$ cat src/pkg/core_defines.svh
// Constants of the instruction decoder: flags, resets, opcodes, lengths and cycle counts
`ifndef CORE_DEFINES_SVH
`define CORE_DEFINES_SVH

`define FLAG_ZERO_BIT 1
`define FLAG_CARRY_BIT 2
`define FLAG_BANK_BIT 4
`define FLAGS_RESET 8'h02
`define CORE_REG_RESET 8'h00
`define PC_RESET 16'h0000
`define FLAGS_REG_ADDR 8'hF7
`define FLASH_BLOCK_BITS 7

`define OP_SV_CALL 8'h00
`define OP_ADD_IMM 8'h01
`define OP_PUSH_ACC 8'h08
`define OP_HALT 8'h30
`define OP_CMP_IMM 8'h39
`define OP_IND_MOVE_INC 8'h3E
`define OP_NOP 8'h40
`define OP_MOV_X_IMM 8'h57
`define OP_MOV_A_REG 8'h5D
`define OP_MOV_REG_A 8'h60
`define OP_MOV_REG_XOFF 8'h63
`define OP_AND_FLAGS 8'h70

`define CYC_SV_CALL 5'h0F
`define CYC_ADD_IMM 5'h04
`define CYC_PUSH_ACC 5'h04
`define CYC_HALT 5'h09
`define CYC_CMP_IMM 5'h05
`define CYC_IND_MOVE_INC 5'h0A
`define CYC_NOP 5'h04
`define CYC_MOV_X_IMM 5'h04
`define CYC_MOV_A_REG 5'h06
`define CYC_MOV_REG_A 5'h05
`define CYC_MOV_REG_XOFF 5'h09
`define CYC_AND_FLAGS 5'h04

`define LEN_ONE 2'h1
`define LEN_TWO 2'h2
`define LEN_THREE 2'h3

// Instruction cycle at which each step happens, counted from the opcode address cycle
`define STEP_OPCODE 5'h01
`define STEP_BYTE1 5'h02
`define STEP_BYTE2 5'h03
`define STEP_EXEC 5'h03
`define STEP_EXEC3 5'h04
`define STEP_RDATA1 5'h05
`define STEP_RDATA2 5'h07

`endif

$ cat src/pkg/core_pkg.sv
// Types shared by the instruction decoder and its sequencer
package core_pkg;

  typedef enum logic [3:0] {
    CLS_NOP = 4'b0000,
    CLS_SV_CALL = 4'b0001,
    CLS_HALT = 4'b0010,
    CLS_ADD_IMM = 4'b0011,
    CLS_PUSH = 4'b0100,
    CLS_CMP_IMM = 4'b0101,
    CLS_IND_MOVE = 4'b0110,
    CLS_MOV_X_IMM = 4'b0111,
    CLS_MOV_A_REG = 4'b1000,
    CLS_MOV_REG_A = 4'b1001,
    CLS_MOV_REG_XOFF = 4'b1010,
    CLS_AND_FLAGS = 4'b1011
  } op_class_t;

  typedef enum logic [1:0] {
    ST_START = 2'b00,
    ST_RUN = 2'b01,
    ST_HALT = 2'b10
  } core_state_t;

endpackage

$ cat src/pkg/op_decode_if.sv
// Opcode in, table entry out, between the sequencer and the decode table
`timescale 1ns/10ps
interface op_decode_if;
  logic [7:0] opcode;
  logic [1:0] length;
  logic [4:0] cycles;
  logic is_jump;
  core_pkg::op_class_t op_class;

  modport table_side (
    input opcode,
    output length,
    output cycles,
    output is_jump,
    output op_class
  );

  modport user (
    output opcode,
    input length,
    input cycles,
    input is_jump,
    input op_class
  );
endinterface

$ cat src/rtl/core_sequencer.sv
// Instruction fetch, decode and execute sequencer of the 8-bit core
// Functional notes
// - Program ROM, RAM and register space are separate, ROM on its own bus.
// - Program space holds supervisory ROM and flash in 128-byte blocks.
// - 16-bit program counter advances across its full width every instruction.
// - Non-jump instruction spanning a 128-byte page costs one extra cycle.
// - Register space is two banks of 256 bytes.
// - Bank-select flag set picks bank 1, cleared picks bank 0.
// - Opcode 01: add immediate to accumulator, 2 bytes, 4 cycles, carry and zero.
// - Opcode 39: compare immediate, 2 bytes, 5 cycles, zero equal, carry less.
// - Opcode 3E: indirect load with pointer post-increment, 2 bytes, 10 cycles.
// - Opcode 60: accumulator to register at direct address, 2 bytes, 5 cycles.
// - Opcode 63: immediate to register at index plus offset, 3 bytes, 9 cycles.
// - Opcode 70: AND immediate into flags, 2 bytes, 4 cycles.
// - Flags read at register address F7h in either bank only.
// - Flags reset to 02h: zero set, bank select clear.
`include "core_defines.svh"
`timescale 1ns/10ps
module core_sequencer (
  input wire logic sys_clk,
  input wire logic rst_n,
  output logic [15:0] rom_addr,
  output logic rom_rd,
  input wire logic [7:0] rom_data,
  output logic [7:0] ram_addr,
  output logic ram_rd,
  output logic ram_we,
  output logic [7:0] ram_wdata,
  input wire logic [7:0] ram_rdata,
  output logic [8:0] reg_addr,
  output logic reg_rd,
  output logic reg_we,
  output logic [7:0] reg_wdata,
  input wire logic [7:0] reg_rdata,
  output logic supervisory_call,
  output logic halted,
  output logic [7:0] flags,
  output logic [7:0] acc
);

  op_decode_if dec ();

  op_decode_table u_table (
    .dec(dec)
  );

  core_pkg::core_state_t state_q, state_d;
  logic [4:0] cnt_q, cnt_d;
  logic [15:0] pc_q, pc_d;
  logic [7:0] op_q, op_d, b1_q, b1_d, b2_q, b2_d, tmp_q, tmp_d;
  logic [7:0] acc_q, acc_d, x_q, x_d, sp_q, sp_d, flags_q, flags_d;
  logic [15:0] rom_addr_q, rom_addr_d;
  logic rom_rd_q, rom_rd_d;
  logic [7:0] ram_addr_q, ram_addr_d, ram_wdata_q, ram_wdata_d;
  logic ram_rd_q, ram_rd_d, ram_we_q, ram_we_d;
  logic [8:0] reg_addr_q, reg_addr_d;
  logic [7:0] reg_wdata_q, reg_wdata_d;
  logic reg_rd_q, reg_rd_d, reg_we_q, reg_we_d;
  logic sv_call_q, sv_call_d, halted_q, halted_d;
  logic [15:0] last_byte;
  logic [4:0] total;
  logic [8:0] sum;

  // The opcode is decoded straight off the ROM bus in the cycle it arrives
  assign dec.opcode = (cnt_q == `STEP_OPCODE) ? rom_data : op_q;
  assign last_byte = pc_q + {14'h0000, dec.length} - 16'h0001;
  assign total = dec.cycles + {4'h0, !dec.is_jump &&
    (pc_q[15:`FLASH_BLOCK_BITS] != last_byte[15:`FLASH_BLOCK_BITS])};
  assign sum = {1'b0, acc_q} + {1'b0, b1_q};

  always_comb begin
    state_d = state_q;
    cnt_d = cnt_q + 5'h01;
    pc_d = pc_q;
    op_d = op_q;
    b1_d = b1_q;
    b2_d = b2_q;
    tmp_d = tmp_q;
    acc_d = acc_q;
    x_d = x_q;
    sp_d = sp_q;
    flags_d = flags_q;
    rom_addr_d = rom_addr_q;
    rom_rd_d = 1'b0;
    ram_addr_d = ram_addr_q;
    ram_wdata_d = ram_wdata_q;
    ram_rd_d = 1'b0;
    ram_we_d = 1'b0;
    reg_addr_d = reg_addr_q;
    reg_wdata_d = reg_wdata_q;
    reg_rd_d = 1'b0;
    reg_we_d = 1'b0;
    sv_call_d = 1'b0;
    halted_d = halted_q;
    unique case (state_q)
      core_pkg::ST_START: begin
        rom_addr_d = pc_q;
        rom_rd_d = 1'b1;
        cnt_d = 5'h00;
        state_d = core_pkg::ST_RUN;
      end
      core_pkg::ST_RUN: begin
        // First operand read goes out before the opcode is known, else the byte
        // lands a cycle too late for 4-cycle two-byte opcodes; one-byte ones drop it
        if (cnt_q == 5'h00) begin
          rom_addr_d = pc_q + 16'h0001;
          rom_rd_d = 1'b1;
        end
        if (cnt_q == `STEP_OPCODE) begin
          op_d = rom_data;
          if (dec.length == `LEN_THREE) begin
            rom_addr_d = pc_q + 16'h0002;
            rom_rd_d = 1'b1;
          end
        end
        if (cnt_q == `STEP_BYTE1 && dec.length != `LEN_ONE) begin
          b1_d = rom_data;
        end
        if (cnt_q == `STEP_BYTE2 && dec.length == `LEN_THREE) begin
          b2_d = rom_data;
        end
        if (cnt_q == `STEP_EXEC) begin
          unique case (dec.op_class)
            core_pkg::CLS_ADD_IMM: begin
              acc_d = sum[7:0];
              flags_d[`FLAG_CARRY_BIT] = sum[8];
              flags_d[`FLAG_ZERO_BIT] = (sum[7:0] == 8'h00);
            end
            core_pkg::CLS_CMP_IMM: begin
              flags_d[`FLAG_ZERO_BIT] = (acc_q == b1_q);
              flags_d[`FLAG_CARRY_BIT] = (acc_q < b1_q);
            end
            core_pkg::CLS_AND_FLAGS: flags_d = flags_q & b1_q;
            core_pkg::CLS_MOV_X_IMM: x_d = b1_q;
            core_pkg::CLS_PUSH: begin
              ram_addr_d = sp_q;
              ram_wdata_d = acc_q;
              ram_we_d = 1'b1;
              sp_d = sp_q + 8'h01; // Stack wraps from FFh to 00h
            end
            core_pkg::CLS_MOV_REG_A: begin
              reg_addr_d = {flags_q[`FLAG_BANK_BIT], b1_q};
              reg_wdata_d = acc_q;
              reg_we_d = 1'b1;
            end
            core_pkg::CLS_MOV_A_REG: begin
              if (b1_q == `FLAGS_REG_ADDR) begin
                acc_d = flags_q;
                flags_d[`FLAG_ZERO_BIT] = (flags_q == 8'h00);
              end else begin
                reg_addr_d = {flags_q[`FLAG_BANK_BIT], b1_q};
                reg_rd_d = 1'b1;
              end
            end
            core_pkg::CLS_IND_MOVE: begin
              ram_addr_d = b1_q;
              ram_rd_d = 1'b1;
            end
            default: begin
            end
          endcase
        end
        if (cnt_q == `STEP_EXEC3 && dec.op_class == core_pkg::CLS_MOV_REG_XOFF) begin
          reg_addr_d = {flags_q[`FLAG_BANK_BIT], x_q + b1_q};
          reg_wdata_d = b2_q;
          reg_we_d = 1'b1;
        end
        if (cnt_q == `STEP_RDATA1) begin
          if (dec.op_class == core_pkg::CLS_MOV_A_REG && b1_q != `FLAGS_REG_ADDR) begin
            acc_d = reg_rdata;
            flags_d[`FLAG_ZERO_BIT] = (reg_rdata == 8'h00);
          end
          if (dec.op_class == core_pkg::CLS_IND_MOVE) begin
            tmp_d = ram_rdata;
            ram_addr_d = ram_rdata;
            ram_rd_d = 1'b1;
          end
        end
        if (cnt_q == `STEP_RDATA2 && dec.op_class == core_pkg::CLS_IND_MOVE) begin
          acc_d = ram_rdata;
          flags_d[`FLAG_ZERO_BIT] = (ram_rdata == 8'h00);
          ram_addr_d = b1_q;
          ram_wdata_d = tmp_q + 8'h01;
          ram_we_d = 1'b1;
        end
        if (cnt_q == total - 5'h01) begin
          // Full-width increment keeps flash block edges invisible to code
          pc_d = pc_q + {14'h0000, dec.length};
          cnt_d = 5'h00;
          if (dec.op_class == core_pkg::CLS_HALT) begin
            halted_d = 1'b1;
            state_d = core_pkg::ST_HALT;
          end else begin
            sv_call_d = (dec.op_class == core_pkg::CLS_SV_CALL);
            rom_addr_d = pc_q + {14'h0000, dec.length};
            rom_rd_d = 1'b1;
          end
        end
      end
      core_pkg::ST_HALT: begin
        // Only reset leaves this state
        cnt_d = 5'h00;
      end
      default: begin
        state_d = core_pkg::ST_START;
      end
    endcase
  end

  always_ff @(posedge sys_clk or negedge rst_n) begin
    if (!rst_n) begin
      state_q <= core_pkg::ST_START;
      cnt_q <= 5'h00;
      pc_q <= `PC_RESET;
      op_q <= `CORE_REG_RESET;
      b1_q <= `CORE_REG_RESET;
      b2_q <= `CORE_REG_RESET;
      tmp_q <= `CORE_REG_RESET;
      acc_q <= `CORE_REG_RESET;
      x_q <= `CORE_REG_RESET;
      sp_q <= `CORE_REG_RESET;
      flags_q <= `FLAGS_RESET;
      rom_addr_q <= `PC_RESET;
      rom_rd_q <= 1'b0;
      ram_addr_q <= 8'h00;
      ram_wdata_q <= 8'h00;
      ram_rd_q <= 1'b0;
      ram_we_q <= 1'b0;
      reg_addr_q <= 9'h000;
      reg_wdata_q <= 8'h00;
      reg_rd_q <= 1'b0;
      reg_we_q <= 1'b0;
      sv_call_q <= 1'b0;
      halted_q <= 1'b0;
    end else begin
      state_q <= state_d;
      cnt_q <= cnt_d;
      pc_q <= pc_d;
      op_q <= op_d;
      b1_q <= b1_d;
      b2_q <= b2_d;
      tmp_q <= tmp_d;
      acc_q <= acc_d;
      x_q <= x_d;
      sp_q <= sp_d;
      flags_q <= flags_d;
      rom_addr_q <= rom_addr_d;
      rom_rd_q <= rom_rd_d;
      ram_addr_q <= ram_addr_d;
      ram_wdata_q <= ram_wdata_d;
      ram_rd_q <= ram_rd_d;
      ram_we_q <= ram_we_d;
      reg_addr_q <= reg_addr_d;
      reg_wdata_q <= reg_wdata_d;
      reg_rd_q <= reg_rd_d;
      reg_we_q <= reg_we_d;
      sv_call_q <= sv_call_d;
      halted_q <= halted_d;
    end
  end

  assign rom_addr = rom_addr_q;
  assign rom_rd = rom_rd_q;
  assign ram_addr = ram_addr_q;
  assign ram_rd = ram_rd_q;
  assign ram_we = ram_we_q;
  assign ram_wdata = ram_wdata_q;
  assign reg_addr = reg_addr_q;
  assign reg_rd = reg_rd_q;
  assign reg_we = reg_we_q;
  assign reg_wdata = reg_wdata_q;
  assign supervisory_call = sv_call_q;
  assign halted = halted_q;
  assign flags = flags_q;
  assign acc = acc_q;

endmodule // core_sequencer

$ cat src/rtl/op_decode_table.sv
// Opcode table: length in bytes, cycle count and execution class
`include "core_defines.svh"
`timescale 1ns/10ps
module op_decode_table (
  op_decode_if.table_side dec
);

  always_comb begin
    dec.is_jump = 1'b0;
    dec.length = `LEN_ONE;
    dec.cycles = `CYC_NOP;
    dec.op_class = core_pkg::CLS_NOP;
    unique case (dec.opcode)
      `OP_SV_CALL: begin
        dec.cycles = `CYC_SV_CALL;
        dec.op_class = core_pkg::CLS_SV_CALL;
      end
      `OP_HALT: begin
        dec.cycles = `CYC_HALT;
        dec.op_class = core_pkg::CLS_HALT;
      end
      `OP_NOP: begin
        dec.cycles = `CYC_NOP;
      end
      `OP_ADD_IMM: begin
        dec.length = `LEN_TWO;
        dec.cycles = `CYC_ADD_IMM;
        dec.op_class = core_pkg::CLS_ADD_IMM;
      end
      `OP_PUSH_ACC: begin
        dec.cycles = `CYC_PUSH_ACC;
        dec.op_class = core_pkg::CLS_PUSH;
      end
      `OP_CMP_IMM: begin
        dec.length = `LEN_TWO;
        dec.cycles = `CYC_CMP_IMM;
        dec.op_class = core_pkg::CLS_CMP_IMM;
      end
      `OP_IND_MOVE_INC: begin
        dec.length = `LEN_TWO;
        dec.cycles = `CYC_IND_MOVE_INC;
        dec.op_class = core_pkg::CLS_IND_MOVE;
      end
      `OP_MOV_X_IMM: begin
        dec.length = `LEN_TWO;
        dec.cycles = `CYC_MOV_X_IMM;
        dec.op_class = core_pkg::CLS_MOV_X_IMM;
      end
      `OP_MOV_A_REG: begin
        dec.length = `LEN_TWO;
        dec.cycles = `CYC_MOV_A_REG;
        dec.op_class = core_pkg::CLS_MOV_A_REG;
      end
      `OP_MOV_REG_A: begin
        dec.length = `LEN_TWO;
        dec.cycles = `CYC_MOV_REG_A;
        dec.op_class = core_pkg::CLS_MOV_REG_A;
      end
      `OP_MOV_REG_XOFF: begin
        dec.length = `LEN_THREE;
        dec.cycles = `CYC_MOV_REG_XOFF;
        dec.op_class = core_pkg::CLS_MOV_REG_XOFF;
      end
      `OP_AND_FLAGS: begin
        dec.length = `LEN_TWO;
        dec.cycles = `CYC_AND_FLAGS;
        dec.op_class = core_pkg::CLS_AND_FLAGS;
      end
      default: begin
        // Opcodes outside this subset run as one-byte no-operations
        dec.op_class = core_pkg::CLS_NOP;
      end
    endcase
  end

endmodule // op_decode_table

$ cat config.mk
export PLATFORM = sky130hd
export DESIGN_NAME = core_sequencer
export DESIGN_NICKNAME = d
export VERILOG_FILES = /design/src/pkg/core_pkg.sv /design/src/pkg/op_decode_if.sv /design/src/rtl/core_sequencer.sv /design/src/rtl/op_decode_table.sv
export VERILOG_INCLUDE_DIRS = /design/src /design/src/pkg
export SDC_FILE = /design/constraint.sdc
export NUM_CORES = 1
export LEC_CHECK = 0
export BUFFER_PORTS_ARGS = -buffer_cell sky130_fd_sc_hd__buf_2
export CAP_MARGIN = 0
export CORE_MARGIN = 2
export CORE_UTILIZATION = 60
export DETAILED_ROUTE_END_ITERATION = 7
export PLACE_DENSITY_LB_ADDON = 0.2
export SKIP_CTS_REPAIR_TIMING = 1
export SLEW_MARGIN = 40
export SYNTH_ARGS = -nofsm -noshare
export SYNTH_HDL_FRONTEND = slang
export SYNTH_SLANG_ARGS = --single-unit
export TNS_END_PERCENT = 5
$ cat constraint.sdc
create_clock -name sys_clk -period 15.64 [get_ports sys_clk]
set_input_delay 2.346 -clock sys_clk [delete_from_list [all_inputs] [get_ports sys_clk]]
set_output_delay 2.346 -clock sys_clk [all_outputs]
set_load 0.02 [all_outputs]
Word-level counts from Yosys, hierarchy flattened
Cells that the tools add are included.
Operators by class
  $add $sub $neg: 11
  magnitude comparators: 1
  eq/ne operators: 39
  mux-type cells: 70
  bitwise gates (word level): 2
  reduce and logical (&&, ||, !) cells: 36
Operators with widths (count)
  $mux 8: 16
  $mux 16: 5
  $pmux 4 s11: 1
  $eq 8x7->1 const B: 5
  $logic_not 8->1: 5
  $pmux 16 s2: 1
  $pmux 8 s2: 2
  $mux 1: 30
  $mux 9: 3
  $reduce_and 3->1: 9
  $eq 8x6->1 const B: 3
  $pmux 4 s5: 1
  $pmux 9 s2: 1
  $add 16x1->16 const B: 1
  $add 16x2->16: 1
  $add 16x2->16 const B: 1
  $add 8x1->8 const B: 2
  $eq 4x3->1 const B: 4
  $eq 4x4->1 const B: 4
  $sub 16x1->16 const B: 1
  $eq 5x3->1 const B: 3
  $eq 5x2->1 const B: 2
  $pmux 5 s2: 1
  $reduce_bool 2->1: 5
  other kinds (38): 52
Word-level totals
  bits in registers: 143
  input port bits: 26
  output and inout bits: 72
  word-level logic and storage cells: 184

Longest topological paths before layout
  depth after elaboration: 13
  mapped depth: 30
  depth with buffers taken out: 27

By module
A second synthesis with hierarchy kept.
Second synthesis, totals
  cell total of the unflattened synthesis: 1076
  area total of the unflattened synthesis: 9619.2 um2
Modules (own cells, without submodules)
  core_sequencer: times used 1, cells each 1021, area an instance 9216.3 um2, sequential area each 3579.7 um2
  op_decode_table: times used 1, cells each 55, area an instance 402.9 um2, sequential area each 0.0 um2

Worst setup path after synthesis
Ideal clock, no wire load.
  path kind: input port to flip-flop
  from: in rom_data[6]
  to: reg rom_addr_q[14] (netlist: rom_addr[14])
  library setup time: 0.122 ns
  arrival time: 7.373 ns
  required time: 15.518 ns
  setup slack: 8.145 ns
  cell stages on the path: 25
  path buffers: 2
  cell sequence: clkbuf_1 -> nand4bb_1 -> nor2_1 -> a32oi_1 -> nand4_1 -> nor4_2 -> nand2_1 -> ha_1 -> a21oi_1 -> nor2_1 -> or3_1 -> a21oi_1 -> o21ai_0 -> a211oi_1 -> a21oi_1 -> ha_1 -> ha_1 -> xor2_1 -> a31o_2 -> a21oi_2 -> nor4b_4 -> nand2_1 -> buf_6 -> or3_1 -> a32o_1
Between the ends
  word-level cells in the longest chain between the ends: 12
  elaborated cells on any way between the ends: 31
  those cells by class: add/sub: 4; eq/ne: 14; mux: 9; reduce/logical: 4
Ends and longest elaborated chain
  from (decl): line core_sequencer.sv:24  | input wire logic [7:0] rom_data,
  $mux 8 *
  $eq 8x1->1, or another cell as far along: line op_decode_table.sv:13  | unique case (dec.opcode)
  $reduce_or 7->1 (no source line)
  $pmux 2 s2: line op_decode_table.sv:13
  $add 16x2->16: line core_sequencer.sv:66, core_sequencer.sv:195
  $sub 16x1->16: line core_sequencer.sv:66  | assign last_byte = pc_q + {14'h0000, dec.length} - 16'h0001;
  $ne 9x9->1: line core_sequencer.sv:68  | (pc_q[15:`FLASH_BLOCK_BITS] != last_byte[15:`FLASH_BLOCK_BITS])};
  $add 5x1->5: line core_sequencer.sv:67  | assign total = dec.cycles + {4'h0, !dec.is_jump &&
  $sub 5x1->5: line core_sequencer.sv:186  | if (cnt_q == total - 5'h01) begin
  $eq 5x5->1: line core_sequencer.sv:186
  $mux 16 *: line core_sequencer.sv:186
  $pmux 16 s2 *: line core_sequencer.sv:95  | unique case (state_q)
  to (signal assigned): line core_sequencer.sv:223  | rom_addr_q <= `PC_RESET;
  to (signal assigned): line core_sequencer.sv:247  | rom_addr_q <= rom_addr_d;
  to (decl): line core_sequencer.sv:52  | logic [15:0] rom_addr_q, rom_addr_d;
Mark *: on every way between the ends. The rest lies on a longest branch, timed or not.
A chain may end at the register's enable or synchronous reset.

Final worst setup path
  from: in rom_data[2]
  to: reg rom_addr_q[9] (netlist: rom_addr[9])
The elaborated chain is that of the path after synthesis.

==> results by group <==
Synthesis
  – Post-synth top flop: dfrtp_1
  – Asr flop ratio synth: 100.0%
  – Top cell type's share of synthesized area: 36.64%
  – Synth area leader: dfrtp_1
  – Top area cells in the synthesized netlist: dfrtp_1 (37%), ha_1 (4.5%), nand2_1 (4.3%)
  – Synth Register Bits: 143
  – Sequential share of the synthesized area: 36.91%
  – Top post-synthesis cells by count: dfrtp_1 (142), nand2_1 (111), nor2_1 (105), a21oi_1 (83), o21ai_0 (58)
  – Synth Instances: 1,109
  – Most common cell in the netlist: dfrtp_1
  – Yosys Warn Count: 0
  – EDFF count, synth: 0
  – Unique masters post-synth: 86
  – Synth Cell Area: 9699 um^2
  – Syn avg cell area: 8.746 um^2
  – Post-synth net total: 1,173

Global routing
  – Met1 Track Usage GR: 47.82%
  – Vias in the first global route: 8,759
  – GRT overflow: 0
  – Met3 usage: 7.292%
  – Global route hottest layer: met2
  – GR Util met2: 50.23%
  – Global-route wire length before repair: 46.86 mm
  – Total track usage: 33.68%
  – Initial antenna violation count: 0
  – Largest net degree at the start of global routing: 89

STA
  – Final setup vio count: 0
  – Final period utilization: 55.80%
  – Setup TNS: 0 ns
  – Fin crit period: 8.727 ns
  – Rel. slew slack: 42.08%
  – Worst-Margin Slew: 0.8688 ns
  – Final Hold Fails: 0
  – F_max: 114.6 MHz
  – Fin Clk Skew: 0.01047 ns
  – RSZ-0062 raised after global routing: no
  – Final slew viol count: 0

Detailed routing
  – DR iter-0 viols: 1,183
  – Wire per inst: 20.43 um
  – Post-Route WL: 28.35 mm
  – DRC viols: 0
  – Antenna-violating nets left: 0
  – Router iterations before antenna repair: 5
  – Vias: 9,149
  – Vias per inst: 6.591

Setup path
  – RR Endpoint: rom_addr[9]$_DFFE_PN0P_
  – Critical Path AT: 9.04 ns
  – Kind of critical path: input port to flip-flop
  – Critical path startpoint: rom_data[2]
  – R2R setup slack: 7.79 ns
  – Max incr delay on CP: 0.70 ns
  – Worst R2R Start: cnt_q[1]$_DFF_PN0_
  – FF-to-FF path depth: 26
  – CP max stage cell: o311a_1
  – Startpoint class of the critical path: input port
  – Critical path peak fanout: 17
  – Cells along the critical path: buf_2 > nor2_1 > and3_1 > a32oi_1 > nand4_1 > nor4_2 > nand2_1 > ha_1 > a21oi_1 > nor2_1 > or3_1 > a21oi_1 > o21ai_0 > o31ai_1 > a21oi_1 > ha_1 > ha_1 > xor2_1 > nand2_1 > a311oi_2 > o311a_1 > nand2_1 > o311a_1 > o32a_1
  – Req. time, crit path: 15.96 ns
  – CP Capture Type: flip-flop

Power
  – Pwr Density: 168.2 nW/um^2
  – VDD IR-drop max: 0.09377 mV
  – Leakage: 4.702 nW
  – Tot Pwr: 1.827 mW

Worst hold path
  – Worst Hold Launch: ram_wdata[4]$_DFFE_PN0P_
  – WHS Path Cells: 2
  – Hold EP: ram_wdata[4]$_DFFE_PN0P_
  – Hold/Removal Path Class: flip-flop to flip-flop

Floorplanning
  – Core ar.: 15,830 um^2
  – Die Height: 131.1 um
  – DIE WIDTH: 131.1 um
  – Io pins: 98
  – Rows: 46
  – Die area: 17,200 um^2
  – Initial core utilization: 61.28%

Layout
  – Ant diodes: 0
  – Fill cells: 1,257
  – Share of layout cells above drive strength 1: 17.41%
  – Seq. cell area: 3580 um^2
  – Layout net count: 1,223
  – Multi-input gate area: 5704 um^2
  – P&R area growth vs syn: 11.98%

Clock tree
  – Clock Sinks: 143
  – Clock transition at path regs: 0.06 ns
  – TritonCTS clock tree: built
  – Later-pin clock latency in the skew report: 0.44 ns
  – CTS Root Cell: clkbuf_16
  – Num CTS Buffers: 17
  – H-tree Lvls: 4
  – Maximum buffer depth of the clock tree: 2

Place
  – Number of port buffers: 97
  – Post-DP HPWL: 20.05 mm
  – Gpl congestion: 1.008

Job
  – Max cap viols: 0

Run status
  – Status: finished, final reports clean
==> layout make-up <==
class,count,area share (%)
multi-input cells,863,52.52
inverters,26,0.8985
well taps,216,2.488
repair buffers,108,5.426
clock buffers,19,4.078
flip-flops and latches,143,32.96
clock inverters,13,1.636
==> critical path: cells and delay by family <==
kind | cells | cell delay (ns)
AOI/OAI and AO/OA | 10 | 3.23
and+or+nand+nor | 9 | 2.27
xor gates and xnor gates | 1 | 0.15
buffers and inverters | 1 | 0.17
adders and majority gates | 3 | 0.85
==> how the worst max path moves through the flow <==
stage               cells past startpoint  slack (ns)                  endpoint
finish                                 24        6.91   rom_addr[9]$_DFFE_PN0P_
global route                           24        6.43   rom_addr[9]$_DFFE_PN0P_
CTS                                    24        7.10   rom_addr[9]$_DFFE_PN0P_
detailed placement                     24        6.67   rom_addr[9]$_DFFE_PN0P_
global placement                       24        6.97   rom_addr[9]$_DFFE_PN0P_
floorplan                              25        8.15  rom_addr[14]$_DFFE_PN0P_
==> metrics by stage <==
stage	instance area (um^2)	cells	util [%]	setup WS (ns)	hold slack (ns)
after floorplan	9699	1109	-	8.146	0.4463
after global placement	10190	1355	64.40	6.969	0.4569
after detailed placement	10210	1355	64.49	6.675	0.4653
after CTS	10830	1387	68.41	7.097	0.4798
after global routing	10860	1388	68.62	6.431	0.5030
final	10860	1388	68.62	6.913	0.4736
==> layout by cell type (no fill, tap or decap), types with 22 or more instances in the layout <==
| cell type | instances |
|---|---|
| a21oi_1 | 82 |
| a31oi_1 | 22 |
| buf_2 | 96 |
| dfrtp_1 | 142 |
| ha_1 | 35 |
| inv_1 | 25 |
| mux2_2 | 32 |
| nand2_1 | 110 |
| nand3_1 | 40 |
| nor2_1 | 103 |
| o21ai_0 | 58 |
| xnor2_1 | 23 |
| xor2_1 | 28 |
==> cells by family (layout without fill, tap and decap cells) <==
group | Yosys count | count (layout) | synth area share (%)
and+or+nand+nor | 406 | 406 | 21.31
AOI/OAI and AO/OA | 316 | 316 | 21.50
DFF | 143 | 143 | 36.91
buffers and inverters | 103 | 166 | 4.747
muxes | 52 | 52 | 5.792
xor gates and xnor gates | 51 | 51 | 4.605
adders and majority gates | 38 | 38 | 5.134
==> metal layers <==
metal / up-vias / routed length (um) / part of all wire, %
met5: - / 0 / 0
met4: 0 / 944 / 3.3
met1: 4327 / 12110 / 43
met3: 90 / 2651 / 9.3
met2: 557 / 12650 / 45
li1: 4175 / - / -
==> where the power goes <==
part           internal (mW)  switching, mW
Combinational          0.325          0.457
Clock                  0.259          0.178
Sequential             0.453          0.155
Total                   1.04          0.790
Note: power is estimated with default switching activity, not from simulation.
